**src/hdl/dcdc_pkg.sv**
```systemverilog
package dcdc_pkg;

   // ------------------------------------------------------------
   // register map
   // ------------------------------------------------------------
   localparam logic [7:0] SFR_PAGE_DCDC = 8'h00;
   localparam logic [7:0] ADDR_DCDC_CONFIG = 8'h96;
   localparam logic [7:0] ADDR_DCDC_CONTROL = 8'h97;
   localparam logic [7:0] RESET_DCDC_CONFIG = 8'h00;
   localparam logic [7:0] RESET_DCDC_CONTROL = 8'h21;
   // top bit of the config register is not stored
   localparam logic [7:0] MASK_DCDC_CONFIG = 8'h7f;
   localparam logic [7:0] MASK_DCDC_CONTROL = 8'hff;

   // ------------------------------------------------------------
   // control fields
   // ------------------------------------------------------------
   localparam int MIN_PULSE_WIDTH_LSB = 6;
   localparam int SWITCH_SIZE_SELECT_BIT = 5;
   localparam int ADC_SYNC_BIT = 3;
   localparam int OUTPUT_VOLTAGE_SELECT_LSB = 0;

   // ------------------------------------------------------------
   // config fields
   // ------------------------------------------------------------
   localparam int CLOCK_DIVIDER_LSB = 5;
   localparam int ADC_SAR_CLOCK_INVERT_BIT = 4;
   localparam int CONVERTER_CLOCK_INVERT_BIT = 3;
   localparam int PEAK_CURRENT_LIMIT_BIT = 2;
   localparam int SLEEP_OUTPUT_CONNECTION_BIT = 1;
   localparam int CONVERTER_CLOCK_SOURCE_BIT = 0;

   // ------------------------------------------------------------
   // timing
   // ------------------------------------------------------------
   localparam int CLOCK_PERIOD_NS = 100;
   localparam int MIN_PW_SHORT_NS = 20;
   localparam int MIN_PW_MID_NS = 40;
   localparam int MIN_PW_LONG_NS = 80;
   localparam int LOCAL_OSC_KHZ = 2400;
   // least times round up, never below one cycle
   localparam int MIN_PW_SHORT_CYC = (MIN_PW_SHORT_NS + CLOCK_PERIOD_NS - 1) / CLOCK_PERIOD_NS;
   localparam int MIN_PW_MID_CYC = (MIN_PW_MID_NS + CLOCK_PERIOD_NS - 1) / CLOCK_PERIOD_NS;
   localparam int MIN_PW_LONG_CYC = (MIN_PW_LONG_NS + CLOCK_PERIOD_NS - 1) / CLOCK_PERIOD_NS;
   localparam int PULSE_CNT_W = 4;

   typedef enum logic [1:0] {
      MIN_PW_NONE,
      MIN_PW_SHORT,
      MIN_PW_MID,
      MIN_PW_LONG
   } min_pulse_width_e;

   typedef enum logic [1:0] {
      CLK_DIV_1,
      CLK_DIV_2,
      CLK_DIV_4,
      CLK_DIV_8
   } clock_divider_e;

   // regulation target in millivolts per select code
   localparam int TARGET_MV_W = 12;
   typedef logic [TARGET_MV_W-1:0] target_mv_t;
   localparam target_mv_t TARGET_MV [8] = '{
      12'd1800, 12'd1900, 12'd2000, 12'd2100,
      12'd2400, 12'd2700, 12'd3000, 12'd3300
   };

endpackage

```
**src/hdl/dcdc_clk_if.sv**
```systemverilog
`timescale 1ns/100ps
`default_nettype none

// converter clock as seen by the logic of the system clock domain
interface dcdc_clk_if;
   logic tick;
   logic phase;
   logic period_end;

   modport source (
      output tick,
      output phase,
      output period_end
   );

   modport sink (
      input tick,
      input phase,
      input period_end
   );
endinterface

`default_nettype wire

```
**src/hdl/dcdc_clock_gen.sv**
```systemverilog
`timescale 1ns/100ps
`default_nettype none

module dcdc_clock_gen
   import dcdc_pkg::*;
(
   input wire logic clock_in,
   input wire logic arst_n_in,
   input wire logic source_sys_in,
   input wire logic [1:0] divider_in,
   input wire logic invert_in,
   input wire logic local_osc_in,
   dcdc_clk_if.source conv
);
   import dcdc_pkg::*;

   logic osc_meta_r;
   logic osc_sync_r;
   logic osc_prev_r;
   logic src_r;
   logic [1:0] div_r;
   logic inv_r;
   logic [2:0] cnt_r;
   logic [2:0] cnt_nxt;
   logic [2:0] last_cnt;
   logic [2:0] half_cnt;
   logic osc_rise;
   logic sys_wrap;
   logic boundary;
   logic sys_phase;

   // ------------------------------------------------------------
   // local oscillator synchroniser
   // ------------------------------------------------------------
   always_ff @(posedge clock_in or negedge arst_n_in) begin
      if (!arst_n_in) begin
         osc_meta_r <= 1'b0;
         osc_sync_r <= 1'b0;
         osc_prev_r <= 1'b0;
      end else begin
         osc_meta_r <= local_osc_in;
         osc_sync_r <= osc_meta_r;
         osc_prev_r <= osc_sync_r;
      end
   end

   assign osc_rise = osc_sync_r & ~osc_prev_r;
   assign last_cnt = 3'((1 << div_r) - 1);
   assign half_cnt = 3'((1 << div_r) >> 1);
   assign sys_wrap = (cnt_r == last_cnt);
   // divider ignored on the local oscillator
   assign boundary = src_r ? sys_wrap : osc_rise;
   assign cnt_nxt = sys_wrap ? 3'h0 : 3'(cnt_r + 3'h1);
   // divide by 1 holds high; others high in the first half
   assign sys_phase = (div_r == CLK_DIV_1) ? 1'b1 : (cnt_r < half_cnt);

   // ------------------------------------------------------------
   // divider; settings only take effect at a period boundary
   // so no runt converter clock pulse is produced while the system clock stays the source; the sar clock invert bit acts at once
   // ------------------------------------------------------------
   always_ff @(posedge clock_in or negedge arst_n_in) begin
      if (!arst_n_in) begin
         src_r <= 1'b0;
         div_r <= 2'b00;
         inv_r <= 1'b0;
         cnt_r <= 3'h0;
      end else begin
         cnt_r <= (src_r && !boundary) ? cnt_nxt : 3'h0;
         if (boundary) begin
            src_r <= source_sys_in;
            div_r <= divider_in;
            inv_r <= invert_in;
         end
      end
   end

   assign conv.period_end = boundary;
   assign conv.tick = src_r ? (cnt_r == 3'h0) : osc_rise;
   // inversion acts on the system clock path only
   assign conv.phase = src_r ? (sys_phase ^ inv_r) : osc_sync_r;
endmodule

`default_nettype wire

```
**src/hdl/dcdc_adc_sync.sv**
```systemverilog
`timescale 1ns/100ps
`default_nettype none

module dcdc_adc_sync
   import dcdc_pkg::*;
(
   input wire logic clock_in,
   input wire logic arst_n_in,
   input wire logic sync_enable_in,
   input wire logic sar_invert_n_in,
   input wire logic switch_on_in,
   dcdc_clk_if.sink conv,
   output logic track_window_out,
   output logic sar_clock_out,
   output logic sar_tick_out
);
   import dcdc_pkg::*;

   logic track_r;
   logic sar_r;
   logic tick_r;
   logic sar_level;
   logic quiet;

   // quiet interval is the low phase with the switch off
   assign quiet = ~conv.phase & ~switch_on_in;
   // bit low means inverted sar clock
   assign sar_level = conv.phase ^ ~sar_invert_n_in;

   // ------------------------------------------------------------
   // outputs stay low when synchronisation is off
   // ------------------------------------------------------------
   always_ff @(posedge clock_in or negedge arst_n_in) begin
      if (!arst_n_in) begin
         track_r <= 1'b0;
         sar_r <= 1'b0;
         tick_r <= 1'b0;
      end else begin
         track_r <= sync_enable_in & quiet;
         sar_r <= sync_enable_in & sar_level;
         tick_r <= sync_enable_in & conv.tick;
      end
   end

   assign track_window_out = track_r;
   assign sar_clock_out = sar_r;
   assign sar_tick_out = tick_r;
endmodule

`default_nettype wire

```
**src/hdl/dcdc_converter_control_regs.sv**
```systemverilog
`timescale 1ns/100ps
`default_nettype none

module dcdc_converter_control_regs
   import dcdc_pkg::*;
(
   input wire logic clock_in,
   input wire logic arst_n_in,
   input wire logic [7:0] sfr_addr_in,
   input wire logic [7:0] sfr_page_in,
   input wire logic sfr_wr_in,
   input wire logic sfr_rd_in,
   input wire logic [7:0] sfr_wdata_in,
   output logic [7:0] sfr_rdata_out,
   output logic sfr_hit_out,
   input wire logic two_cell_strap_in,
   input wire logic sleep_in,
   input wire logic local_osc_in,
   input wire logic above_target_in,
   output logic converter_enable_out,
   output logic switch_on_out,
   output logic small_switch_out,
   output logic high_current_limit_out,
   output logic [2:0] output_voltage_select_out,
   output logic [11:0] target_mv_out,
   output logic [1:0] min_pulse_width_out,
   output logic rail_to_battery_out,
   output logic rail_floating_out,
   output logic converter_clock_out,
   output logic adc_track_window_out,
   output logic adc_sar_clock_out,
   output logic adc_sar_tick_out
);
   import dcdc_pkg::*;

   logic [7:0] dcdc_control_r;
   logic [7:0] dcdc_config_r;
   logic strap_meta_r;
   logic strap_sync_r;
   logic strap_taken_r;
   logic two_cell_r;
   logic sleep_meta_r;
   logic sleep_sync_r;
   logic above_meta_r;
   logic above_sync_r;
   logic switch_r;
   logic [PULSE_CNT_W-1:0] pulse_cnt_r;
   logic [PULSE_CNT_W-1:0] pulse_cnt_nxt;
   logic [7:0] rdata_r;
   logic [2:0] output_voltage_select_r;
   logic [11:0] target_r;
   logic [1:0] min_pulse_width_r;
   logic small_r;
   logic peak_current_limit_r;
   logic to_bat_r;
   logic float_r;
   logic conv_clk_r;
   logic enable_r;

   // ------------------------------------------------------------
   // register decode
   // ------------------------------------------------------------
   wire page_ok = (sfr_page_in == SFR_PAGE_DCDC);
   wire sel_control = page_ok & (sfr_addr_in == ADDR_DCDC_CONTROL);
   wire sel_config = page_ok & (sfr_addr_in == ADDR_DCDC_CONFIG);
   wire wr_control = sfr_wr_in & sel_control;
   wire wr_config = sfr_wr_in & sel_config;
   wire [7:0] read_mux = sel_control ? dcdc_control_r :
                         sel_config ? dcdc_config_r : 8'h00;

   // ------------------------------------------------------------
   // field views
   // ------------------------------------------------------------
   wire [1:0] min_pulse_width = dcdc_control_r[MIN_PULSE_WIDTH_LSB +: 2];
   wire switch_size_select = dcdc_control_r[SWITCH_SIZE_SELECT_BIT];
   wire adc_sync = dcdc_control_r[ADC_SYNC_BIT];
   wire [2:0] output_voltage_select = dcdc_control_r[OUTPUT_VOLTAGE_SELECT_LSB +: 3];
   wire [1:0] converter_clock_divider = dcdc_config_r[CLOCK_DIVIDER_LSB +: 2];
   wire adc_sar_clock_invert = dcdc_config_r[ADC_SAR_CLOCK_INVERT_BIT];
   wire converter_clock_invert = dcdc_config_r[CONVERTER_CLOCK_INVERT_BIT];
   wire peak_current_limit = dcdc_config_r[PEAK_CURRENT_LIMIT_BIT];
   wire sleep_output_connection = dcdc_config_r[SLEEP_OUTPUT_CONNECTION_BIT];
   wire converter_clock_source = dcdc_config_r[CONVERTER_CLOCK_SOURCE_BIT];

   // ------------------------------------------------------------
   // registers; reset values run the converter as is
   // ------------------------------------------------------------
   always_ff @(posedge clock_in or negedge arst_n_in) begin
      if (!arst_n_in) begin
         dcdc_control_r <= RESET_DCDC_CONTROL;
         dcdc_config_r <= RESET_DCDC_CONFIG;
         rdata_r <= 8'h00;
      end else begin
         if (wr_control) begin
            dcdc_control_r <= sfr_wdata_in & MASK_DCDC_CONTROL;
         end
         if (wr_config) begin
            dcdc_config_r <= sfr_wdata_in & MASK_DCDC_CONFIG;
         end
         if (sfr_rd_in) begin
            rdata_r <= read_mux;
         end
      end
   end

   assign sfr_rdata_out = rdata_r;
   assign sfr_hit_out = sel_control | sel_config;

   // ------------------------------------------------------------
   // pin synchronisers
   // ------------------------------------------------------------
   // strap pair runs through reset so the pin is settled at release
   always_ff @(posedge clock_in) begin
      strap_meta_r <= two_cell_strap_in;
      strap_sync_r <= strap_meta_r;
   end

   always_ff @(posedge clock_in or negedge arst_n_in) begin
      if (!arst_n_in) begin
         sleep_meta_r <= 1'b0;
         sleep_sync_r <= 1'b0;
         above_meta_r <= 1'b0;
         above_sync_r <= 1'b0;
      end else begin
         sleep_meta_r <= sleep_in;
         sleep_sync_r <= sleep_meta_r;
         above_meta_r <= above_target_in;
         above_sync_r <= above_meta_r;
      end
   end

   // ------------------------------------------------------------
   // supply mode strap, caught once after reset release
   // ------------------------------------------------------------
   // converter held off until the strap has been caught
   always_ff @(posedge clock_in or negedge arst_n_in) begin
      if (!arst_n_in) begin
         strap_taken_r <= 1'b0;
         two_cell_r <= 1'b1;
      end else if (!strap_taken_r) begin
         strap_taken_r <= 1'b1;
         two_cell_r <= strap_sync_r;
      end
   end

   wire converter_run = strap_taken_r & ~two_cell_r & ~sleep_sync_r;
   wire one_cell_sleep = strap_taken_r & ~two_cell_r & sleep_sync_r;

   // ------------------------------------------------------------
   // converter clock and adc synchronisation
   // ------------------------------------------------------------
   dcdc_clk_if conv_clk ();

   // local_osc_in nominally LOCAL_OSC_KHZ
   dcdc_clock_gen u_clock_gen (
      .clock_in(clock_in),
      .arst_n_in(arst_n_in),
      .source_sys_in(converter_clock_source),
      .divider_in(converter_clock_divider),
      .invert_in(converter_clock_invert),
      .local_osc_in(local_osc_in),
      .conv(conv_clk.source)
   );

   dcdc_adc_sync u_adc_sync (
      .clock_in(clock_in),
      .arst_n_in(arst_n_in),
      .sync_enable_in(adc_sync),
      .sar_invert_n_in(adc_sar_clock_invert),
      .switch_on_in(switch_r),
      .conv(conv_clk.sink),
      .track_window_out(adc_track_window_out),
      .sar_clock_out(adc_sar_clock_out),
      .sar_tick_out(adc_sar_tick_out)
   );

   // ------------------------------------------------------------
   // minimum switch pulse
   // ------------------------------------------------------------
   wire [PULSE_CNT_W-1:0] min_cycles =
      (min_pulse_width == MIN_PW_SHORT) ? PULSE_CNT_W'(MIN_PW_SHORT_CYC) :
      (min_pulse_width == MIN_PW_MID) ? PULSE_CNT_W'(MIN_PW_MID_CYC) :
      (min_pulse_width == MIN_PW_LONG) ? PULSE_CNT_W'(MIN_PW_LONG_CYC) :
      PULSE_CNT_W'(0);
   wire min_met = (pulse_cnt_r >= min_cycles);
   // with no minimum the feedback may skip a pulse entirely
   wire start_pulse = converter_run & conv_clk.tick &
                      (~above_sync_r | (min_pulse_width != MIN_PW_NONE));
   wire end_pulse = ~converter_run | (min_met & (above_sync_r | ~conv_clk.phase));
   assign pulse_cnt_nxt = (pulse_cnt_r == {PULSE_CNT_W{1'b1}}) ? pulse_cnt_r :
                          PULSE_CNT_W'(pulse_cnt_r + 1'b1);

   always_ff @(posedge clock_in or negedge arst_n_in) begin
      if (!arst_n_in) begin
         switch_r <= 1'b0;
         pulse_cnt_r <= '0;
      end else if (start_pulse && !switch_r) begin
         switch_r <= 1'b1;
         pulse_cnt_r <= PULSE_CNT_W'(1);
      end else if (switch_r && end_pulse) begin
         switch_r <= 1'b0;
         pulse_cnt_r <= '0;
      end else if (switch_r) begin
         pulse_cnt_r <= pulse_cnt_nxt;
      end
   end

   // ------------------------------------------------------------
   // analog stage settings
   // ------------------------------------------------------------
   always_ff @(posedge clock_in or negedge arst_n_in) begin
      if (!arst_n_in) begin
         output_voltage_select_r <= 3'h0;
         target_r <= 12'h000;
         min_pulse_width_r <= 2'h0;
         small_r <= 1'b1;
         peak_current_limit_r <= 1'b0;
         to_bat_r <= 1'b0;
         float_r <= 1'b0;
         conv_clk_r <= 1'b0;
         enable_r <= 1'b0;
      end else begin
         output_voltage_select_r <= output_voltage_select;
         target_r <= TARGET_MV[output_voltage_select];
         min_pulse_width_r <= min_pulse_width;
         small_r <= switch_size_select;
         peak_current_limit_r <= peak_current_limit;
         to_bat_r <= one_cell_sleep & ~sleep_output_connection;
         float_r <= one_cell_sleep & sleep_output_connection;
         conv_clk_r <= converter_run & conv_clk.phase;
         enable_r <= converter_run;
      end
   end

   assign converter_enable_out = enable_r;
   assign switch_on_out = switch_r;
   assign small_switch_out = small_r;
   assign high_current_limit_out = peak_current_limit_r;
   assign output_voltage_select_out = output_voltage_select_r;
   assign target_mv_out = target_r;
   assign min_pulse_width_out = min_pulse_width_r;
   assign rail_to_battery_out = to_bat_r;
   assign rail_floating_out = float_r;
   assign converter_clock_out = conv_clk_r;
endmodule

`default_nettype wire

```
**config.mk**
```make
export PLATFORM = sky130hd
export DESIGN_NAME = dcdc_converter_control_regs
export DESIGN_NICKNAME = d
export VERILOG_FILES = /design/src/hdl/dcdc_pkg.sv /design/src/hdl/dcdc_clk_if.sv /design/src/hdl/dcdc_clock_gen.sv /design/src/hdl/dcdc_adc_sync.sv /design/src/hdl/dcdc_converter_control_regs.sv
export SDC_FILE = /design/constraint.sdc
export NUM_CORES = 1
export LEC_CHECK = 0
export BUFFER_PORTS_ARGS = -buffer_cell sky130_fd_sc_hd__clkbuf_2
export CAP_MARGIN = 20
export CORE_ASPECT_RATIO = 0.9
export CORE_UTILIZATION = 48
export DETAILED_ROUTE_END_ITERATION = 6
export GPL_TIMING_DRIVEN = 0
export PLACE_DENSITY = 0.84
export SLEW_MARGIN = 5
export SYNTH_ARGS = -nofsm -noshare
export SYNTH_HDL_FRONTEND = slang
export SYNTH_SLANG_ARGS = --single-unit
```
**constraint.sdc**
```tcl
create_clock -name clock_in -period 2.2 [get_ports clock_in]
set_input_delay 0.33 -clock clock_in [delete_from_list [all_inputs] [get_ports clock_in]]
set_output_delay 0.33 -clock clock_in [all_outputs]
set_load 0.02 [all_outputs]
```
==> results.md, run 1 <==
* Result of the run: finished clean
* Flops & latches, synth at 69
* Met2 layer wire length in the routed design at 2.84 mm
* Standard cell with the maximum stage delay on the critical path: sky130_fd_sc_hd__dfrtp_1
* Maximum number of pins on one net before global-route repair at 53
* Overall routed net length at 5.89 mm
* Worst Clk Skew at 0.0102 ns
* Data arrival time of the critical path at 2.40 ns
* First-pass detailed-route iteration total at 4
* Hold Vio Cnt, Final at 0
* GRT Total Usage at 0.193
* Worst slew margin relative to its limit at 0.584
* Sequential share of the synthesized area at 0.578
* Via Count at 2119
* Hold Crit Endpoint: strap_meta_r
* Total non-filler cell area in the finished layout at 3720 sq um
* Grt total ovfl at 0
* Cells traversed along the worst timing path: or2b_2, ha_1, o211ai_2, a211o_1, and3_4, o31a_1, a22oi_2
* Final cell count without fillers at 400
* Routed wl met3 at 416 um
* Count of distinct cell types in the synthesized netlist at 54
* Max-cap violations at 0
* Cts bufs inserted at 9
* Per-cell via count in the routed design at 5.30
* Number of flops mapped to enable cells by yosys at 0
* Switching part of the total power at 0.213
* R2R cell count at 7
* Antenna violations before repair at 0
* Top routing layer in use: met4
* Count of pins on the block boundary at 68
* Reg2reg setup slack at 0.06 ns
* Timing startpoint of the critical path: u_clock_gen.div_r[0]
* Total instance count after detailed placement at 378
* Power share of the sequential group at 0.489
* Die area at 6530 sq um
* FFs w/ async S/R, synth at 0.971
* Via count of the first global-routing pass at 1973
* Clock power frac at 0.460
* Post-synthesis cell count at 242
* Kind of critical path: reg -> reg
* Routed length per placed instance at 14.7 um
* Primary flip-flop cell chosen by synthesis mapping: sky130_fd_sc_hd__dfrtp_1
* Highest-count cells in the layout ignoring fill and taps: sky130_fd_sc_hd__clkbuf_2, sky130_fd_sc_hd__dfrtp_1, sky130_fd_sc_hd__mux2_2
* Nets at 367
* Worst min-delay path startpoint: two_cell_strap_in
* Worst-margin pin slew at 0.624 ns
* Critical path launch point type: flip-flop
* Count of input and output buffers at 64
* Area of the core at 5820 sq um
* Final critical path time including I/O delays and setup at 2.14 ns
* CP required at 2.46 ns
* Yosys warning count at 0
* Global-route wire length before repair at 9.50 mm
* Average cell area after synthesis at 12.3 sq um
* Worst min path class: in -> reg
* Crit path max fanout at 4
* Clock transition time at the flip-flop clock pins of the worst setup and hold paths at 0.07 ns
* Layout cells sized above 1 at 0.409
* Master cell of the clock root buffer: sky130_fd_sc_hd__clkbuf_8
* Pwr per Cell Area at 718 nW/um^2
* Count of unresolved DRC violations after routing at 0
* Residual antenna-violating net count after detailed routing at 0
* Most frequent standard cell in the layout excluding fill and tap cells: sky130_fd_sc_hd__clkbuf_2
* Initial cell density of the core at 0.512
* Post-Place Cell Area at 3420 sq um
* Pleak at 1.85 nW
* Height of the die at 76.8 um
* Clock tree from TritonCTS: built
* Max-slew violation count at 0
* Element type at the critical path end: flip-flop
* Core Rows at 26
* Number of design-rule violations left by the first detailed-router iteration at 94
* Horizontal extent of the die at 85.1 um
* Final weighted congestion in routability-driven placement at 0.740
* Reg2Reg Capture Point: pulse_cnt_r[0]
* Maximum frequency from static timing analysis at 468 MHz
* Slowest cell delay on critical path at 0.40 ns
* Relative contribution of combinational cells to total power at 0.051
* Switching power of the nets at 0.000568 W
* Total of endpoints with negative setup slack in the final report at 0
* Pint at 0.00210 W
* Htree depth at 3
* Final cycle utilization of the critical path at 0.971
* Longest Clk Path Bufs at 2
* Peak supply drop at 0.379 mV
* Worst hold path cell count at 1
* Detailed-placement wirelength estimate at 4.11 mm
* Origin of the critical flop-to-flop path: u_clock_gen.div_r[0]
* Num Clock Sinks at 69
* Netlist Area Pre-Place at 2980 sq um
* Clock latency on the worst-skew pair at 0.34 ns
* Number of antenna diodes at 0
* Met1 Routed Length at 2.54 mm
* P&R area growth vs syn at 24.8%
## layout make-up
class	instances	area, sq um
Tap cell	70	87.6
Buffer	8	42.5
Clock inverter	6	111
Fill cell	439	2100
Sequential cell	69	1720
Inverter	21	78.8
Timing Repair Buffer	71	398
Multi-Input combinational cell	145	1150
Clock buffer	10	128
## power by group through the flow
stage / sequential (W) / clock, W / combinational [W]
floorplan: 0.00133 / 0 / 0.0000555
finish: 0.00131 / 0.00123 / 0.000137
global route: 0.00131 / 0.00131 / 0.000152
global placement: 0.00133 / 0 / 0.000122
detailed placement: 0.00133 / 0 / 0.000134
CTS: 0.00131 / 0.00125 / 0.000136
## Yosys cell counts, types with 3 or more instances
master                     instances  area [sq um]
sky130_fd_sc_hd__a211oi_1          3          22.5
sky130_fd_sc_hd__a21o_1            4          30.0
sky130_fd_sc_hd__a21oi_1           8          40.0
sky130_fd_sc_hd__buf_4             3          22.5
sky130_fd_sc_hd__clkbuf_1          3          11.3
sky130_fd_sc_hd__dfrtp_1          63          1580
sky130_fd_sc_hd__dfstp_2           4           105
sky130_fd_sc_hd__ha_1             10           125
sky130_fd_sc_hd__inv_1            21          78.8
sky130_fd_sc_hd__mux2_2           24           270
sky130_fd_sc_hd__nand2_1          11          41.3
sky130_fd_sc_hd__nand3_1          12          60.1
sky130_fd_sc_hd__nor2_1            9          33.8
sky130_fd_sc_hd__o21ai_0          13          65.1
sky130_fd_sc_hd__o22ai_1           3          18.8
## worst max-delay path: cells and delay by family (launching register included)
| family | cells | cell delay, ns |
|---|---|---|
| compound gates | 4 | 0.88 |
| simple gates | 2 | 0.49 |
| flops | 1 | 0.40 |
| fa+ha+maj | 1 | 0.30 |
## flip-flops by register name, indices dropped and copies added (netlist names), 2 cells and up
name                       flops
min_pulse_width_out            2
pulse_cnt_r                    4
u_clock_gen.cnt_r              3
dcdc_control_r                 8
output_voltage_select_out      3
sfr_rdata_out                  8
dcdc_config_r                  7
target_mv_out                  9
u_clock_gen.div_r              2
## cell families after synthesis
| kind of cell | Yosys count | share of synthesized area |
|---|---|---|
| AOI/OAI and AO/OA | 39 | 0.0911 |
| xor gates and xnor gates | 4 | 0.0118 |
| adders and majority gates | 10 | 0.0420 |
| buffers and inverters | 29 | 0.0407 |
| DFF | 69 | 0.578 |
| muxes | 27 | 0.102 |
| other | 2 | 0.00252 |
| and+or+nand+nor | 62 | 0.133 |
## how the worst max path moves through the flow
| stage | to | slack [ns] |
|---|---|---|
| detailed placement | pulse_cnt_r[0] | -0.03 |
| floorplan | pulse_cnt_r[0] | 0.13 |
| global route | pulse_cnt_r[1] | -0.009 |
| global placement | pulse_cnt_r[0] | 0.009 |
| CTS | pulse_cnt_r[0] | 0.03 |
| finish | pulse_cnt_r[0] | 0.06 |
## metal layers
| layer | up-vias | track usage |
|---|---|---|
| li1 | 998 | - |
| met1 | 1028 | 0.239 |
| met2 | 84 | 0.306 |
| met3 | 9 | 0.0646 |
| met4 | 0 | 0.0864 |
| met5 | - | 0 |
## stage by stage
stage / setup TNS [ns] / utilization / setup slack (ns) / hold slack (ns) / total power (W)
floorplan: 0 / - / 0.126 / 0.0344 / 0.00139
global placement: 0 / 0.583 / 0.00915 / 0.311 / 0.00145
detailed placement: -0.0535 / 0.588 / -0.0278 / 0.239 / 0.00146
CTS: 0 / 0.635 / 0.0252 / 0.0699 / 0.00269
global route: -0.00919 / 0.639 / -0.00919 / 0.0679 / 0.00277
finish: 0 / 0.639 / 0.0633 / 0.0863 / 0.00267
## repair_timing
item / in CTS / in global routing
setup buffers: 3 / 2
hold endpoints to repair: 14 / 0
hold buffers: 1 / 0
gates resized for setup: 1 / 2
pin swaps: 0 / 2
endpoints found under the setup margin: 4 / 4
No activity file was read; power rests on OpenSTA's default activity.
==> inputs of run 2 (changes only) <==
--- a/config.mk
+++ b/config.mk
@@ -12,6 +12,7 @@
 export DETAILED_ROUTE_END_ITERATION = 6
 export GPL_TIMING_DRIVEN = 0
 export PLACE_DENSITY = 0.84
+export REMOVE_ABC_BUFFERS = 1
 export SLEW_MARGIN = 5
 export SYNTH_ARGS = -nofsm -noshare
 export SYNTH_HDL_FRONTEND = slang
==> results.md, run 2 (synthesized netlist as in run 1, its figures left out) <==
* Residual antenna-violating net count after detailed routing at 0 (unchanged)
* Crit path max fanout at 4 (unchanged)
* Peak supply drop at 0.500 mV (+32%)
* Detailed-placement wirelength estimate at 3.97 mm (-3.5%)
* First-pass detailed-route iteration total at 4 (unchanged)
* Initial cell density of the core at 0.512 (unchanged)
* Antenna violations before repair at 0 (unchanged)
* Final cycle utilization of the critical path at 0.956 (-0.0148)
* Data arrival time of the critical path at 2.36 ns (-0.04 ns)
* Master cell of the clock root buffer: sky130_fd_sc_hd__clkbuf_8
* Final weighted congestion in routability-driven placement at 0.851 (+15%)
* Critical path launch point type: flip-flop
* Top routing layer in use: met4
* Longest Clk Path Bufs at 2 (unchanged)
* Die area at 6530 sq um (unchanged)
* Worst setup slack before clock tree synthesis at -0.0378 ns (-0.0100 ns)
* Max-cap violations at 0 (unchanged)
* Final critical path time including I/O delays and setup at 2.10 ns (-0.0325 ns)
* Per-cell via count in the routed design at 5.30 (about the same)
* Min setup slack post-route at 0.0958 ns (+0.0325 ns)
* Result of the run: finished clean
* Overall routed net length at 5.77 mm (-2.1%)
* Worst Clk Skew at 0.00787 ns (-0.00237 ns)
* Via Count at 2055 (-3.0%)
* CP required at 2.46 ns (about the same)
* Number of antenna diodes at 0 (unchanged)
* Maximum number of pins on one net before global-route repair at 68 (+28%)
* Cts bufs inserted at 9 (unchanged)
* Number of inserted filler cells in the final layout at 450 (+2.5%)
* Count of unresolved DRC violations after routing at 0 (unchanged)
* Num Clock Sinks at 69 (unchanged)
* Nets at 355 (-3.3%)
* Number of design-rule violations left by the first detailed-router iteration at 70 (-26%)
* Worst min path class: in -> reg
* Number of flip-flops in the largest register at 9 (unchanged)
* Worst slew margin relative to its limit at 0.399 (-0.185)
* Reg2reg setup slack at 0.1 ns (+0.03 ns)
* Routed length per placed instance at 14.9 um (+0.92%)
* Maximum frequency from static timing analysis at 475 MHz (+1.5%)
* Clock transition time at the flip-flop clock pins of the worst setup and hold paths at 0.07 ns (about the same)
* Clock tree from TritonCTS: built
* Layout cells sized above 1 at 0.403 (-0.00658)
* Origin of the critical flop-to-flop path: u_clock_gen.div_r[0]
* Count of pins on the block boundary at 68 (unchanged)
* Grt total ovfl at 0 (unchanged)
* Htree depth at 3 (unchanged)
* Pwr per Cell Area at 712 nW/um^2 (-0.83%)
* Pint at 0.00201 W (-4.6%)
* Most frequent standard cell in the layout excluding fill and tap cells: sky130_fd_sc_hd__clkbuf_2
* Area of the core at 5820 sq um (unchanged)
* PnR Total Power at 0.00257 W (-4.0%)
* R2R cell count at 7 (unchanged)
* Core Rows at 26 (unchanged)
* Total of endpoints with negative setup slack in the final report at 0 (unchanged)
* Clock latency on the worst-skew pair at 0.35 ns (about the same)
* Met1 Routed Length at 2.56 mm (+1.1%)
* Worst-margin pin slew at 0.902 ns (+0.278 ns)
* Worst hold path cell count at 1 (unchanged)
* Hold Crit Endpoint: above_meta_r
* Switching power of the nets at 0.000558 W (-1.7%)
* GRT Total Usage at 0.196 (+0.00337)
* Via count of the first global-routing pass at 2065 (+4.7%)
* Max-slew violation count at 0 (unchanged)
* Clock power frac at 0.443 (-0.017)
* Switching part of the total power at 0.217 (+0.00497)
* Height of the die at 76.8 um (unchanged)
* Reg2Reg Capture Point: pulse_cnt_r[0]
* Met2 layer wire length in the routed design at 2.84 mm (about the same)
* Routed wl met3 at 259 um (-38%)
* Worst min-delay path startpoint: above_target_in
* P&R area growth vs syn at 20.9%
* Highest-count cells in the layout ignoring fill and taps: sky130_fd_sc_hd__clkbuf_2, sky130_fd_sc_hd__dfrtp_1, sky130_fd_sc_hd__mux2_2
* Power share of the sequential group at 0.509 (+0.020)
* Pleak at 1.79 nW (-3.2%)
* Hold buffer count at CTS at 0 (-1)
* Count of input and output buffers at 65 (+1.6%)
* Relative contribution of combinational cells to total power at 0.048 (-0.003)
* RSZ-0062 raised after global routing: no
* Horizontal extent of the die at 85.1 um (unchanged)
* Element type at the critical path end: flip-flop
* Global-route wire length before repair at 9.72 mm (+2.3%)
* Kind of critical path: reg -> reg
* Hold Vio Cnt, Final at 0 (unchanged)
## run 2: worst max-delay path, cell delays in order, from the launching register on
cell and delay, ns:
sky130_fd_sc_hd__dfrtp_1 0.39, sky130_fd_sc_hd__or2b_2 0.32, sky130_fd_sc_hd__ha_1 0.30, sky130_fd_sc_hd__o211ai_2 0.11, sky130_fd_sc_hd__a211o_1 0.28, sky130_fd_sc_hd__and3_4 0.17, sky130_fd_sc_hd__o31a_1 0.28, sky130_fd_sc_hd__a22oi_1 0.18
## run 2: per-layer routing
layer,vias up,global-route usage
li1,978,-
met1,1002,0.240
met2,65,0.323
met3,10,0.0614
met4,0,0.0763
met5,-,0
## run 2: cell type report
cell class	instances	area, sq um	share of cell area
clock buffer	10	138	0.0382
clock inverter	6	86.3	0.0240
inverter	21	78.8	0.0219
multi-input combinational	145	1150	0.318
sequential	69	1720	0.478
tap	70	87.6	0.0243
timing repair buffer	67	343	0.0952
## run 2: worst max path at each step
stage | endpoint | startpoint
after floorplan | pulse_cnt_r[0] | u_clock_gen.div_r[1]
after global placement | pulse_cnt_r[0] | u_clock_gen.div_r[1]
after detailed placement | pulse_cnt_r[0] | u_clock_gen.div_r[1]
after CTS | pulse_cnt_r[0] | u_clock_gen.div_r[0]
after global routing | pulse_cnt_r[0] | u_clock_gen.div_r[0]
final | pulse_cnt_r[0] | u_clock_gen.div_r[0]
## run 2: power groups by stage
stage | logic [W] | registers [W] | clock network [W]
finish | 0.000124 | 0.00131 | 0.00114
global route | 0.000140 | 0.00131 | 0.00121
CTS | 0.000125 | 0.00131 | 0.00116
detailed placement | 0.000124 | 0.00133 | 0
global placement | 0.000119 | 0.00133 | 0
floorplan | 0.0000479 | 0.00133 | 0
## run 2: repair_timing
action,4_1_cts,5_1_grt
gates cloned,0,0
buffers inserted,2,0
pin swaps,0,3
setup endpoints to repair,1,3
resized for setup,1,1
## run 2: through the flow
step	setup TNS (ns)	utilization	hold slack (ns)	cell area, sq um	instances
CTS	0	0.618	0.0712	3600	388
detailed placement	-0.0378	0.576	0.313	3360	370
finish	0	0.619	0.0860	3600	388
global route	0	0.619	0.0712	3600	388
floorplan	0	-	0.0344	2940	235
global placement	-0.00852	0.576	0.311	3350	370
